==> config.mk <==
export PLATFORM = sky130hd
export DESIGN_NAME = rstclk_ctrl
export DESIGN_NICKNAME = d
export VERILOG_FILES = /design/src/verilog/rstclk_pkg.sv /design/src/verilog/rstclk_ctrl.sv
export SDC_FILE = /design/constraint.sdc
export NUM_CORES = 1
export LEC_CHECK = 0
export BUFFER_PORTS_ARGS = -buffer_cell sky130_fd_sc_hd__buf_2
export CAP_MARGIN = 20
export CORE_MARGIN = 2
export CORE_UTILIZATION = 30
export DETAILED_ROUTE_END_ITERATION = 16
export GPL_TIMING_DRIVEN = 1
export PLACE_DENSITY = 0.51
export SETUP_SLACK_MARGIN = 0.5
export SLEW_MARGIN = 20
export SYNTH_ARGS = -nofsm -noshare
export SYNTH_HDL_FRONTEND = slang
export SYNTH_SLANG_ARGS = --single-unit
==> constraint.sdc <==
create_clock -name pclk -period 1.9 [get_ports pclk]
set_clock_uncertainty 0.05 [all_clocks]
set_input_delay 0.095 -clock pclk [delete_from_list [all_inputs] [get_ports pclk]]
set_output_delay 0.095 -clock pclk [all_outputs]
set_load 0.02 [all_outputs]
==> src/verilog/rstclk_pkg.sv <==
// constants and types shared by the reset and clock source controller
// assumes a 200 MHz pclk and a 32-bit APB master with byte addresses
package rstclk_pkg;
    localparam int ADDR_W = 8;
    localparam int DATA_W = 32;
    // register byte offsets
    localparam logic [ADDR_W-1:0] CFG_OFF = 8'h00;
    localparam logic [ADDR_W-1:0] CMD_OFF = 8'h04;
    localparam logic [ADDR_W-1:0] STAT_OFF = 8'h08;
    // configuration register fields
    localparam int CFG_W = 3;
    localparam int CFG_LVR_BIT = 0;
    localparam int CFG_WOSC_BIT = 1;
    localparam int CFG_RC_BIT = 2;
    localparam logic [CFG_W-1:0] CFG_RESET = 3'h3;
    // command register fields (write-only strobes)
    localparam int CMD_SLEEP_BIT = 0;
    localparam int CMD_CLRWDT_BIT = 1;
    // status register fields
    localparam int STAT_TO_BIT = 0;
    localparam int STAT_PD_BIT = 1;
    localparam int STAT_RUN_BIT = 2;
    localparam int STAT_LVRPEND_BIT = 3;
    localparam int STAT_CAUSE_LSB = 4;
    // timing
    localparam int CLK_PERIOD_NS = 5;
    localparam int LVR_MIN_NS = 1000000;
    localparam int LVR_CW = 20;
    localparam logic [LVR_CW-1:0] LVR_CYC_DEF =
        LVR_CW'(LVR_MIN_NS / CLK_PERIOD_NS);
    localparam int WAKE_CYCLES = 1024;
    localparam int WAKE_CW = 10;
    localparam logic [WAKE_CW-1:0] WAKE_LAST = WAKE_CW'(WAKE_CYCLES - 1);
    localparam int DIV_W = 2;
    localparam int SYNC_W = 3;
    // sequencer, gray along reset -> wake -> run -> sleep
    typedef enum logic [1:0] {
        ST_RESET = 2'h0,
        ST_WAKE = 2'h1,
        ST_RUN = 2'h3,
        ST_SLEEP = 2'h2
    } seq_state_e;
    typedef enum logic [1:0] {
        CAUSE_POR = 2'h0,
        CAUSE_PIN = 2'h1,
        CAUSE_LVR = 2'h2,
        CAUSE_WDT = 2'h3
    } cause_e;
endpackage
==> src/verilog/rstclk_ctrl.sv <==
// reset merging, reset flags and clock source control for a small mcu
// assumes presetn is the power-on reset, pclk is the always-on clock,
// wdt_overflow and wake_event come from logic on pclk
//
// Overview of operation
// - external reset pin low forces pc to zero; fetch restarts after release
// - supply-low reset exists only when its configuration bit is set
// - supply-low lasting up to 1ms is ignored; longer gives full reset
// - watchdog time-out while running acts like the pin and sets TO
// - watchdog time-out in power-down clears only pc, sp and the watchdog, sets TO
// - power-on reset clears both TO and PD flags
// - pin or supply-low reset while running leaves TO and PD unchanged
// - watchdog reset while running sets TO, leaves PD unchanged
// - watchdog reset in power-down leaves TO and PD both at one
// - every reset disables all interrupts including the global enable; the power-down watchdog reset here leaves irq_disable low
// - every reset clears the watchdog counter, which then counts again
// - every reset stops the timer/event counters; the power-down watchdog reset here leaves timer_stop low
// - every reset clears the timer prescaler; the power-down watchdog reset here leaves prescaler_clear low
// - every reset makes all port pins inputs, data and direction high; the power-down watchdog reset here leaves port_input low
// - every reset sets the stack pointer to the top, stack empty
// - system clock comes from exactly one source, crystal or RC
// - in RC mode the osc output pin carries system clock divided by 4
// - in power-down the system clock stops, watchdog oscillator runs
// - the watchdog oscillator can be disabled by configuration
// - PD clears at power-up or clear-watchdog, sets on sleep
// - after any wake-up wait 1024 clocks before execution resumes
//
// Added by the designer: the APB register port and the address map.
module rstclk_ctrl
    import rstclk_pkg::*;
#(
    parameter logic [LVR_CW-1:0] LVR_FILTER_CYCLES = LVR_CYC_DEF
) (
    input wire logic pclk,
    input wire logic presetn,
    input wire logic ce,
    input wire logic psel,
    input wire logic penable,
    input wire logic pwrite,
    input wire logic [ADDR_W-1:0] paddr,
    input wire logic [DATA_W-1:0] pwdata,
    output logic [DATA_W-1:0] prdata,
    output logic pready,
    output logic pslverr,
    input wire logic ext_reset_n_pin,
    input wire logic supply_low,
    input wire logic wdt_overflow,
    input wire logic wake_event,
    output logic irq_disable,
    output logic timer_stop,
    output logic prescaler_clear,
    output logic port_input,
    output logic pc_sp_reset,
    output logic fetch_en,
    output logic wdt_clear,
    output logic sysclk_en,
    output logic wdt_osc_en,
    output logic clk_src_rc,
    output logic osc_out_pin_o,
    output logic osc_out_pin_oe_n
);

    // second and third stage must agree before a pin change counts
    function automatic logic sync_agree(
        input logic [SYNC_W-1:0] s,
        input logic lvl
    );
        sync_agree = (s[1] == s[2]) ? s[2] : lvl;
    endfunction

    logic [SYNC_W-1:0] ext_sync_q;
    logic ext_lvl_q;
    logic [SYNC_W-1:0] sup_sync_q;
    logic sup_lvl_q;
    logic [LVR_CW-1:0] lvr_cnt_q;
    logic [LVR_CW-1:0] lvr_cnt_d;
    seq_state_e state_q;
    seq_state_e state_d;
    logic [WAKE_CW-1:0] wake_cnt_q;
    logic [WAKE_CW-1:0] wake_cnt_d;
    logic to_q;
    logic to_d;
    logic pd_q;
    logic pd_d;
    cause_e cause_q;
    cause_e cause_d;
    logic [CFG_W-1:0] cfg_q;
    logic [DIV_W-1:0] div_q;
    logic [DIV_W-1:0] div_d;
    logic [DATA_W-1:0] prdata_q;
    logic pready_q;
    logic pslverr_q;
    logic irq_disable_q;
    logic timer_stop_q;
    logic prescaler_clear_q;
    logic port_input_q;
    logic pc_sp_reset_q;
    logic fetch_en_q;
    logic wdt_clear_q;
    logic sysclk_en_q;
    logic wdt_osc_en_q;
    logic clk_src_rc_q;
    logic osc_out_q;
    logic osc_oe_n_q;

    // apb decode
    wire setup = psel & ~penable;
    wire done = psel & penable & pready_q;
    wire hit_cfg = (paddr == CFG_OFF);
    wire hit_cmd = (paddr == CMD_OFF);
    wire hit_stat = (paddr == STAT_OFF);
    wire hit = hit_cfg | hit_cmd | hit_stat;
    wire wr_cfg = done & pwrite & hit_cfg;
    wire wr_cmd = done & pwrite & hit_cmd;

    wire cfg_lvr = cfg_q[CFG_LVR_BIT];
    wire cfg_wosc = cfg_q[CFG_WOSC_BIT];
    wire cfg_rc = cfg_q[CFG_RC_BIT];

    // reset sources
    wire pin_rst = ~ext_lvl_q;
    // a dip of exactly the filter length is still ignored
    wire lvr_fire = (lvr_cnt_q > LVR_FILTER_CYCLES);
    wire lvr_rst = cfg_lvr & lvr_fire;
    wire awake = (state_q == ST_RUN) | (state_q == ST_WAKE);
    wire wdt_run = wdt_overflow & awake;
    wire wdt_pd = wdt_overflow & (state_q == ST_SLEEP);
    wire wdt_ev = wdt_run | wdt_pd;
    wire hold_src = pin_rst | lvr_rst;
    wire full_trig = hold_src | wdt_run;

    // software commands only act while code is running
    wire run_ok = (state_q == ST_RUN) & ~full_trig;
    wire sleep_cmd = wr_cmd & pwdata[CMD_SLEEP_BIT] & run_ok;
    wire clr_cmd = wr_cmd & pwdata[CMD_CLRWDT_BIT] & run_ok;

    // filter counter saturates just past the threshold while low persists
    assign lvr_cnt_d = (~cfg_lvr | ~sup_lvl_q) ? '0 :
                       lvr_fire ? lvr_cnt_q :
                       lvr_cnt_q + 1'b1;

    always_comb begin
        state_d = state_q;
        case (state_q)
            ST_RESET: begin
                if (!hold_src) begin
                    state_d = ST_WAKE;
                end
            end
            ST_WAKE: begin
                if (full_trig) begin
                    state_d = ST_RESET;
                end else if (wake_cnt_q == WAKE_LAST) begin
                    state_d = ST_RUN;
                end
            end
            ST_RUN: begin
                if (full_trig) begin
                    state_d = ST_RESET;
                end else if (sleep_cmd) begin
                    state_d = ST_SLEEP;
                end
            end
            ST_SLEEP: begin
                if (hold_src) begin
                    state_d = ST_RESET;
                end else if (wdt_pd | wake_event) begin
                    state_d = ST_WAKE;
                end
            end
            default: begin
                state_d = ST_RESET;
            end
        endcase
    end

    wire in_rst_d = (state_d == ST_RESET);
    wire run_d = (state_d == ST_RUN);
    wire clk_on_d = (state_d != ST_SLEEP);

    assign wake_cnt_d = (state_q == ST_WAKE && state_d == ST_WAKE) ?
                        wake_cnt_q + 1'b1 : '0;

    // the timeout set wins over a sleep clear in the same cycle;
    // pin and supply-low resets leave both flags alone
    assign to_d = wdt_ev ? 1'b1 : sleep_cmd ? 1'b0 : to_q;
    assign pd_d = sleep_cmd ? 1'b1 : clr_cmd ? 1'b0 : pd_q;
    assign cause_d = pin_rst ? CAUSE_PIN :
                     lvr_rst ? CAUSE_LVR :
                     wdt_ev ? CAUSE_WDT : cause_q;

    assign div_d = div_q + 1'b1;

    wire [DATA_W-1:0] stat_word =
        (DATA_W'(to_q) << STAT_TO_BIT) |
        (DATA_W'(pd_q) << STAT_PD_BIT) |
        (DATA_W'(fetch_en_q) << STAT_RUN_BIT) |
        (DATA_W'(lvr_cnt_q != '0) << STAT_LVRPEND_BIT) |
        (DATA_W'(cause_q) << STAT_CAUSE_LSB);
    wire [DATA_W-1:0] rd_word = hit_cfg ? DATA_W'(cfg_q) :
                                hit_stat ? stat_word : '0;

    // pin synchronisers, idle level before power-on is inactive
    always_ff @(posedge pclk or negedge presetn) begin
        if (!presetn) begin
            ext_sync_q <= '1;
            ext_lvl_q <= 1'b1;
            sup_sync_q <= '0;
            sup_lvl_q <= 1'b0;
        end else if (ce) begin
            ext_sync_q <= {ext_sync_q[SYNC_W-2:0], ext_reset_n_pin};
            ext_lvl_q <= sync_agree(ext_sync_q, ext_lvl_q);
            sup_sync_q <= {sup_sync_q[SYNC_W-2:0], supply_low};
            sup_lvl_q <= sync_agree(sup_sync_q, sup_lvl_q);
        end
    end

    // power-on reset dominates every other source
    always_ff @(posedge pclk or negedge presetn) begin
        if (!presetn) begin
            state_q <= ST_RESET;
            lvr_cnt_q <= '0;
            wake_cnt_q <= '0;
            to_q <= 1'b0;
            pd_q <= 1'b0;
            cause_q <= CAUSE_POR;
            div_q <= '0;
        end else if (ce) begin
            state_q <= state_d;
            lvr_cnt_q <= lvr_cnt_d;
            wake_cnt_q <= wake_cnt_d;
            to_q <= to_d;
            pd_q <= pd_d;
            cause_q <= cause_d;
            div_q <= div_d;
        end
    end

    // apb slave: one wait-free access phase, data registered at setup
    always_ff @(posedge pclk or negedge presetn) begin
        if (!presetn) begin
            cfg_q <= CFG_RESET;
            pready_q <= 1'b0;
            prdata_q <= '0;
            pslverr_q <= 1'b0;
        end else if (ce) begin
            if (wr_cfg) begin
                cfg_q <= pwdata[CFG_W-1:0];
            end
            pready_q <= setup;
            prdata_q <= setup ? rd_word : '0;
            pslverr_q <= setup & ~hit;
        end
    end

    // reset effects are registered from the next state so that they
    // release together, on a clock edge, after the sources go away
    always_ff @(posedge pclk or negedge presetn) begin
        if (!presetn) begin
            irq_disable_q <= 1'b1;
            timer_stop_q <= 1'b1;
            prescaler_clear_q <= 1'b1;
            port_input_q <= 1'b1;
            pc_sp_reset_q <= 1'b1;
            fetch_en_q <= 1'b0;
            wdt_clear_q <= 1'b1;
        end else if (ce) begin
            irq_disable_q <= in_rst_d;
            timer_stop_q <= in_rst_d;
            prescaler_clear_q <= in_rst_d;
            port_input_q <= in_rst_d;
            pc_sp_reset_q <= in_rst_d | wdt_pd;
            fetch_en_q <= run_d;
            wdt_clear_q <= in_rst_d | wdt_pd | sleep_cmd | clr_cmd;
        end
    end

    // pclk itself is always-on; sysclk_en gates the core clock tree
    always_ff @(posedge pclk or negedge presetn) begin
        if (!presetn) begin
            sysclk_en_q <= 1'b1;
            wdt_osc_en_q <= CFG_RESET[CFG_WOSC_BIT];
            clk_src_rc_q <= CFG_RESET[CFG_RC_BIT];
            osc_out_q <= 1'b0;
            osc_oe_n_q <= 1'b1;
        end else if (ce) begin
            sysclk_en_q <= clk_on_d;
            wdt_osc_en_q <= cfg_wosc;
            clk_src_rc_q <= cfg_rc;
            // open drain: only the low half is driven, pull-up does the rest
            osc_out_q <= div_d[DIV_W-1];
            osc_oe_n_q <= ~(cfg_rc & clk_on_d) | div_d[DIV_W-1];
        end
    end

    assign prdata = prdata_q;
    assign pready = pready_q;
    assign pslverr = pslverr_q;
    assign irq_disable = irq_disable_q;
    assign timer_stop = timer_stop_q;
    assign prescaler_clear = prescaler_clear_q;
    assign port_input = port_input_q;
    assign pc_sp_reset = pc_sp_reset_q;
    assign fetch_en = fetch_en_q;
    assign wdt_clear = wdt_clear_q;
    assign sysclk_en = sysclk_en_q;
    assign wdt_osc_en = wdt_osc_en_q;
    assign clk_src_rc = clk_src_rc_q;
    assign osc_out_pin_o = osc_out_q;
    assign osc_out_pin_oe_n = osc_oe_n_q;
endmodule

* Yosys cells after proc, flatten, opt, wreduce, memory -nomap -nowiden
Index checks and enable logic that the tools add are counted.
W data, S select, Z words.
** Operators by class
- $add $sub $neg :: 3
- Magnitude comparators :: 1
- Eq/ne operators :: 13
- Mux-type cells :: 21
- Bitwise gates (word level) :: 39
- Reduce and logical (&&, ||, !) cells :: 14
** Operator list (number)
- $mux W20 :: 2
- $add A20 B1 Y20 const B :: 1
- $gt A20 B18 Y1 const B :: 1
- $mux W2 :: 10
- $reduce_bool A20 Y1 :: 1
- $mux W6 :: 3
- $and A1 B1 Y1 :: 16
- $reduce_and A2 Y1 :: 7
- $or A1 B1 Y1 :: 12
- $add A10 B1 Y10 const B :: 1
- $eq A10 B10 Y1 const B :: 1
- $mux W10 :: 1
- $eq A8 B3 Y1 const B :: 1
- $eq A8 B4 Y1 const B :: 1
- $logic_not A8 Y1 :: 1
- $pmux W2 S4 :: 1
- $not A1 Y1 :: 7
- $eq A2 B2 Y1 const B :: 3
- $or A4 B6 Y6 :: 1
- $eq A2 B1 Y1 const B :: 2
- $logic_not A2 Y1 :: 2
- $mux W1 :: 4
- $or A3 B4 Y4 :: 1
- $reduce_bool A2 Y1 :: 2
- other kinds (8) :: 9
** Word-level totals
- Flip-flop bits (word level) :: 92
- Input bits :: 50
- Output and inout port bits :: 46
- Logic and storage cells :: 115

* Depth between registers and ports, before layout
Gate-level depths: netlist of the first run.
- Depth in word-level cells :: 14
- Mapped depth :: 8
- Mapped depth without buffers :: 7

* Least setup slack after synthesis of the first run
OpenSTA, ideal clock, no wires.
- Path kind :: reg2reg
- Start :: reg lvr_cnt_q[0]
- End :: reg wake_cnt_q[6]
- Setup time :: 0.101 ns
- Arrival time :: 1.946 ns
- Path slack :: -0.197 ns
- Cell stages (with the launch flop) :: 8
- Path buffers :: 0
- Period minus slack after synthesis :: 2.097 ns
- Cell sequence :: dfrtp_1 > inv_1 > ha_1 > nor4b_1 > nand4_1 > a211oi_2 > nand3_1 > o311ai_2
** Between the ends
- Cells in the longest elaborated chain, start to end :: 13
- Elaborated cells between the ends (all ways) :: 16
- Classes of those cells :: order compare: 1; eq/ne: 1; mux: 7; bitwise: 6; reduce/logical: 1
** Ends and longest elaborated chain
- start: declaration :: line rstclk_ctrl.sv:75 : logic [LVR_CW-1:0] lvr_cnt_q;
- start signal: assignment :: line rstclk_ctrl.sv:230 : lvr_cnt_q <= lvr_cnt_d;
- $gt A20 B18 Y1 (*) :: line rstclk_ctrl.sv:123 : wire lvr_fire = (lvr_cnt_q > LVR_FILTER_CYCLES);
- $and A1 B1 Y1 (*) :: line rstclk_ctrl.sv:124 : wire lvr_rst = cfg_lvr & lvr_fire;
- $or A1 B1 Y1 (*) :: line rstclk_ctrl.sv:129 : wire hold_src = pin_rst | lvr_rst;
- $or A1 B1 Y1 :: line rstclk_ctrl.sv:130 : wire full_trig = hold_src | wdt_run;
- $not A1 Y1 :: line rstclk_ctrl.sv:133 : wire run_ok = (state_q == ST_RUN) & ~full_trig;
- $and A1 B1 Y1 :: line rstclk_ctrl.sv:133
- $and A1 B1 Y1 :: line rstclk_ctrl.sv:134 : wire sleep_cmd = wr_cmd & pwdata[CMD_SLEEP_BIT] & run_ok;
- $mux W2 :: line rstclk_ctrl.sv:160 : end else if (sleep_cmd) begin
- $mux W2 :: line rstclk_ctrl.sv:158 : if (full_trig) begin
- $pmux W2 S4 (*) :: line rstclk_ctrl.sv:144 : case (state_q)
- $eq A2 B1 Y1 (*) :: line rstclk_ctrl.sv:181 : assign wake_cnt_d = (state_q == ST_WAKE && state_d == ST_WAKE) ?
- $logic_and A1 B1 Y1 (*) :: line rstclk_ctrl.sv:181
- $mux W10 (*) :: line rstclk_ctrl.sv:181
- end signal: assignment :: line rstclk_ctrl.sv:231 : wake_cnt_q <= wake_cnt_d;
- end: declaration :: line rstclk_ctrl.sv:79 : logic [WAKE_CW-1:0] wake_cnt_q;
Mark *: on every way between the ends. The rest lies on a longest branch, timed or not.
A chain may end at the register's enable or synchronous reset.

* Final worst setup path of the first run
- Start :: reg lvr_cnt_q[0]
- End :: reg lvr_cnt_q[7]
** Between the ends
- Cells in the longest elaborated chain, start to end :: 3
- Elaborated cells between the ends (all ways) :: 6
- Classes of those cells :: add/sub: 1; order compare: 1; eq/ne: 1; mux: 2; reduce/logical: 1
** Ends and longest elaborated chain (line)
- $add A20 B1 Y20 or $gt A20 B18 Y1 (tied branches) :: rstclk_ctrl.sv:140, rstclk_ctrl.sv:123
- $mux W20 or $ne A2 B1 Y1 (tied branches)
- $mux W20 or $reduce_and A2 Y1 (tied branches)
Several ways; a longest one is shown, not always the timed one. The select of a mux whose other input is x is not followed.

==> results of run 1 <==
## repair_timing
item | in CTS | in global routing
setup buffers | 10 | 9
cloned | 2 | 1
pin swaps | 16 | 23
endpoints found under the setup margin | 41 | 42
resized for setup | 34 | 53
hold buffers | 5 | 0
endpoints found under the hold margin | 16 | 0
## final cells by class
type	count	share of cell area, %
repair buffers	124	17.6
multi-input cells	271	40.1
inverters	18	1.31
well taps	143	3.47
flip-flops and latches	65	31.9
clock inverters	6	1.36
clock buffers	9	4.37
## kinds of logic (layout without fill, tap and decap cells)
| logic type | Yosys count | in the layout | synth area share, % |
|---|---|---|---|
| and+or+nand+nor | 127 | 127 | 19.1 |
| other | 1 | 26 | 0.107 |
| AOI/OAI and AO/OA | 94 | 97 | 18.2 |
| buffers and inverters | 60 | 157 | 9.60 |
| muxes | 11 | 11 | 3.39 |
| xor gates and xnor gates | 7 | 7 | 1.75 |
| DFF | 65 | 65 | 46.8 |
| adders and majority gates | 3 | 3 | 1.07 |
## metal layers
metal / global-route usage (%) / vias to the layer above / routed length, um / part of all wire, %
li1: - / 1540 / - / -
met3: 4.10 / 9 / 366 / 3.8
met4: 3.90 / 0 / 98 / 1.0
met5: 0 / - / 0 / 0
met1: 20.1 / 1585 / 4340 / 45
met2: 26.8 / 65 / 4880 / 50
## where the power goes
part	switching (mW)	total, mW	internal, mW
Clock	0.618	1.63	1.01
Combinational	0.441	0.744	0.303
Sequential	0.0847	1.60	1.52
Total	1.14	3.98	2.84
## synth_stat cells (7+ instances only)
cell	count
or3_1	10
dfstp_2	12
dfrtp_1	53
or4_1	7
nand3_1	15
o21ai_0	23
mux2_2	7
inv_1	18
a21oi_1	28
nor2_1	19
clkbuf_1	11
buf_4	29
nor3_1	11
nand4_1	10
nand2_1	33
## state kept, by name (all words and copies together), names as in the netlist, 2 cells and up
register and flops:
prdata 6, ext_sync_q 3, lvr_cnt_q 20, sup_sync_q 3, wake_cnt_q 10, cause_q 2, state_q 2, div_q 2
cfg_q 3
## through the flow
stage | cell area, um2 | TNS (ns) | std cells
2_1_floorplan | 3700 | -0.270 | 393
3_3_place_gp | 4260 | -3.67 | 594
3_5_place_dp | 4260 | -4.43 | 594
4_1_cts | 4860 | -3.58 | 626
5_1_grt | 5150 | -6.12 | 636
6_report | 5150 | -2.97 | 636
## worst min-delay path: cells and delay by family
family                 cells  cell delay [ns]
buffers and inverters      2             0.19
AOI/OAI and AO/OA          1             0.10
## final timing paths
| path | startpoint | to | slack (ns) |
|---|---|---|---|
| max | lvr_cnt_q[0] | lvr_cnt_q[7] | -0.15 |
| max reg2reg | lvr_cnt_q[0] | lvr_cnt_q[7] | -0.15 |
| min in group asynchronous | presetn | sup_sync_q[0] | 0.22 |
| min reg2reg | prdata[0] | prdata[0] | 0.44 |
| min | pwdata[0] | cfg_q[0] | 0.03 |
| max in group asynchronous | presetn | lvr_cnt_q[9] | 0.90 |
==> metrics.cfg, run 1 <==
[outcome]
status=complete, but fails checks
violations=setup timing

[sta]
timing.hold.ws_ns=0.0296
fmax_ghz=0.488
setup_violations=33
finalCritPeriodShare_pct=108
max_slew_margin_pct=65.6
worstMarginPinSlew_ns=0.515
finalHoldViolCount=0
fin_crit_ns=2.05
setup_slack_ns=-0.151
maxSlewViolCount=0
rsz0062_at_grt=yes

[finish]
drive_gt1_share_pct=47.9
nets=542
multi_input_area_um2=2060
area_growth_pct=46.9
regArea_um2=1640
n_antenna_cell=0
final_common_cell=buf_4
layout_common_cells=buf_4, dfrtp_1, buf_2, nand2_1, conb_1
post-route-util_pct=45.1
num-fill-cells=1085

[worst_setup_path]
worst_setup_path_start_kind=register
critical_path_arrival_ns=2.26
critical_path.max_stage_delay_ns=0.55
end_kind=register
worstPathMaxFanout=5
cp_slowest_cell=or4_4
critical_path_class=reg -> reg
worstPathRequired_ns=2.11
r2r_cells=7
cp.depth=7
path_cells=inv_2 -> ha_4 -> nor4b_4 -> and4_4 -> o211ai_4 -> or4_4 -> a21oi_2
crit_family=simple AND/OR/NAND/NOR gates
critical_path_buf_inv_count=1

[routing]
via_per_inst=5.03
post_drt_wl_per_cell_um=15.2
vias=3199
drtIter0Drc=167
totalWireLength_um=9680
dr.pass1.iters=4
ant_nets=0
drcViolationCount=0

[place]
dp_slack_ns=-0.280
port_buffers=40
place_congestion=0.790
dp_hpwl_um=6500

[synthesis]
synth_area_um2=3510
netlist.area_leader.share_pct=37.8
avgSynthCellArea_um2=9.53
asyncSetResetFlopFracSynth_pct=100
post_synth_inst_count=368
synth.distinct_cells=56
ys_ff_latch=65
ys_seq_area_share_pct=46.8
synth.area.top_cells=dfrtp_1, dfstp_2, buf_4, a21oi_1, nand2_1
yosysWarnings=0
yosys.area.top_type=dfrtp_1
synth_edf_count=0
synth-main-ff-cell=dfrtp_1

[die]
start_util_pct=30.7
placementRows=39
die_area_um2=12600
die_w_um=112
dieHeight_um=112
io_pins=96
core_area_um2=11400

[power_and_ir_drop]
ir_drop_uv=565
p_leak_nw=2.22
powerDensity_nw_per_um2=772
report.power.total_mw=3.98

[global_routing]
grt_pass1_vias=3210
track_usage_pct=15.8
grt_pass1_wl_um=16100
gr-total-overflow=0
antenna_found_initial=0
grt_max_degree=36

[clocking]
cts_sinks=65
cts.clk_slew.worst_paths_ns=0.06
clk_path_buf_depth=2
cts_htree_levels=3
cts_tree=done
cts_buffers=9
cts_root_buf=clkbuf_16
clkLatencyLatePin_ns=0.33

[min_path]
hp-class=in -> reg
min_delay_path_depth=3

[job]
cap_violations=0

No activity file was read; power rests on OpenSTA's default activity.
==> inputs of run 2 (changes only) <==
- MAX_ROUTING_LAYER: unset -> met4
==> run 2 against run 1 <==
Net effect:
- the flow still finishes with violations (setup timing)
- fmax about the same
- global-route usage up 0.47 points
- die area is the same
- power barely moved
- utilization unchanged
- design area did not move
- clock-buffer cell count is the same
- sequential cell count did not move
- largest cell class unchanged
==> metrics.cfg, run 2 (synthesized netlist as in run 1, its figures left out) <==
[worst_setup_path]
worstPathMaxFanout=5
worstPathRequired_ns=2.11
cp_slowest_cell=or4_4
critical_path_class=reg -> reg
critical_path.max_stage_delay_ns=0.55
cp.depth=7
end_kind=register
critical_path_arrival_ns=2.26
r2r_cells=7
worst_setup_path_start_kind=register
path_cells=inv_2 -> ha_4 -> nor4b_4 -> and4_4 -> o211ai_4 -> or4_4 -> a21oi_2
crit_family=simple AND/OR/NAND/NOR gates
reg2reg_slack_ns=-0.15
critical_path_buf_inv_count=1

[global_routing]
grt_pass1_vias=3209
grt_max_degree=36
grt_pass1_wl_um=16100
track_usage_pct=16.2
gr-total-overflow=0
antenna_found_initial=0

[clocking]
clk_path_buf_depth=2
cts_htree_levels=3
clkLatencyLatePin_ns=0.33
cts_buffers=9
cts_tree=done
cts.clk_slew.worst_paths_ns=0.06
cts_root_buf=clkbuf_16
cts_sinks=65

[power_and_ir_drop]
ir_drop_uv=566
report.power.total_mw=3.98
p_leak_nw=2.22
powerDensity_nw_per_um2=772

[die]
dieHeight_um=112
io_pins=96
die_area_um2=12600
start_util_pct=30.7
core_area_um2=11400
die_w_um=112
placementRows=39

[place]
place_congestion=0.801
dp_slack_ns=-0.280
port_buffers=40
dp_hpwl_um=6500

[routing]
ant_nets=0
post_drt_wl_per_cell_um=15.2
dr.pass1.iters=4
vias=3186
drtIter0Drc=171
totalWireLength_um=9680
drcViolationCount=0
via_per_inst=5.01

[finish]
nets=542
top_register=lvr_cnt_q
area_growth_pct=46.9
largest_reg_flops=20
drive_gt1_share_pct=47.9
layout_common_cells=buf_4, dfrtp_1, buf_2, nand2_1, conb_1
final_common_cell=buf_4
n_antenna_cell=0

[job]
cap_violations=0

[min_path]
min_delay_path_depth=3
hp-class=in -> reg

[sta]
finalHoldViolCount=0
setup_slack_ns=-0.150
finalCritPeriodShare_pct=108
rsz0062_at_grt=yes
fmax_ghz=0.488
maxSlewViolCount=0
fin_crit_ns=2.05
setup_violations=32
max_slew_margin_pct=65.3
worstMarginPinSlew_ns=0.520

[outcome]
violations=setup timing
status=complete, but fails checks

==> run 2: cell counts in the layout (fill, tap and decap cells not counted) <==
No cell type changed its count.
==> run 2: routing by layer <==
metal  track usage [%]  part of all wire [%]
met5                 -                     0
met4              4.39                   1.4
met3              3.51                   3.4
met2              26.8                    50
met1              20.3                    45
==> run 2: final cells by class <==
| class | instances | area (um2) |
|---|---|---|
| clock buffer | 9 | 225 |
| clock inverter | 6 | 70.1 |
| fill | 1085 | 6260 |
| inverter | 18 | 67.6 |
| multi-input combinational | 271 | 2060 |
| sequential | 65 | 1640 |
| tap | 143 | 179 |
| timing repair buffer | 124 | 905 |
==> run 2: what timing repair did <==
action,4_1_cts,5_1_grt
buffers inserted,10,9
setup endpoints to repair,41,42
pin swaps,16,23
gates cloned,2,1
hold endpoints to repair,16,0
gates resized for setup,34,53
hold buffers,5,0
==> run 2: path summary, 6_finish.rpt <==
kind | end | startpoint
worst max-delay path | lvr_cnt_q[7] | lvr_cnt_q[0]
min in group asynchronous | sup_sync_q[1] | presetn
worst min-delay path | cfg_q[0] | pwdata[0]
max in group asynchronous | lvr_cnt_q[9] | presetn
worst min register to register | prdata[0] | prdata[0]
worst max register to register | lvr_cnt_q[7] | lvr_cnt_q[0]
==> run 2: per-stage QoR <==
stage,setup TNS [ns],instance area [um2],hold WS (ns),instances,util [%]
2_1_floorplan,-0.270,3700,-0.251,393,-
3_3_place_gp,-3.67,4260,0.0492,594,37.3
3_5_place_dp,-4.43,4260,0.0579,594,37.3
4_1_cts,-3.58,4860,0.0190,626,42.6
5_1_grt,-6.12,5150,0.0507,636,45.1
6_report,-2.91,5150,0.0303,636,45.1
==> run 2: power breakdown <==
group          internal [mW]  switching [mW]
clock                   1.01           0.619
combinational          0.303           0.441
sequential              1.52          0.0849
==> run 2: tightest hold or removal path, stage by stage <==
cell,delay [ns]
buf_2,0.12
inv_1,0.07
o21ai_0,0.10
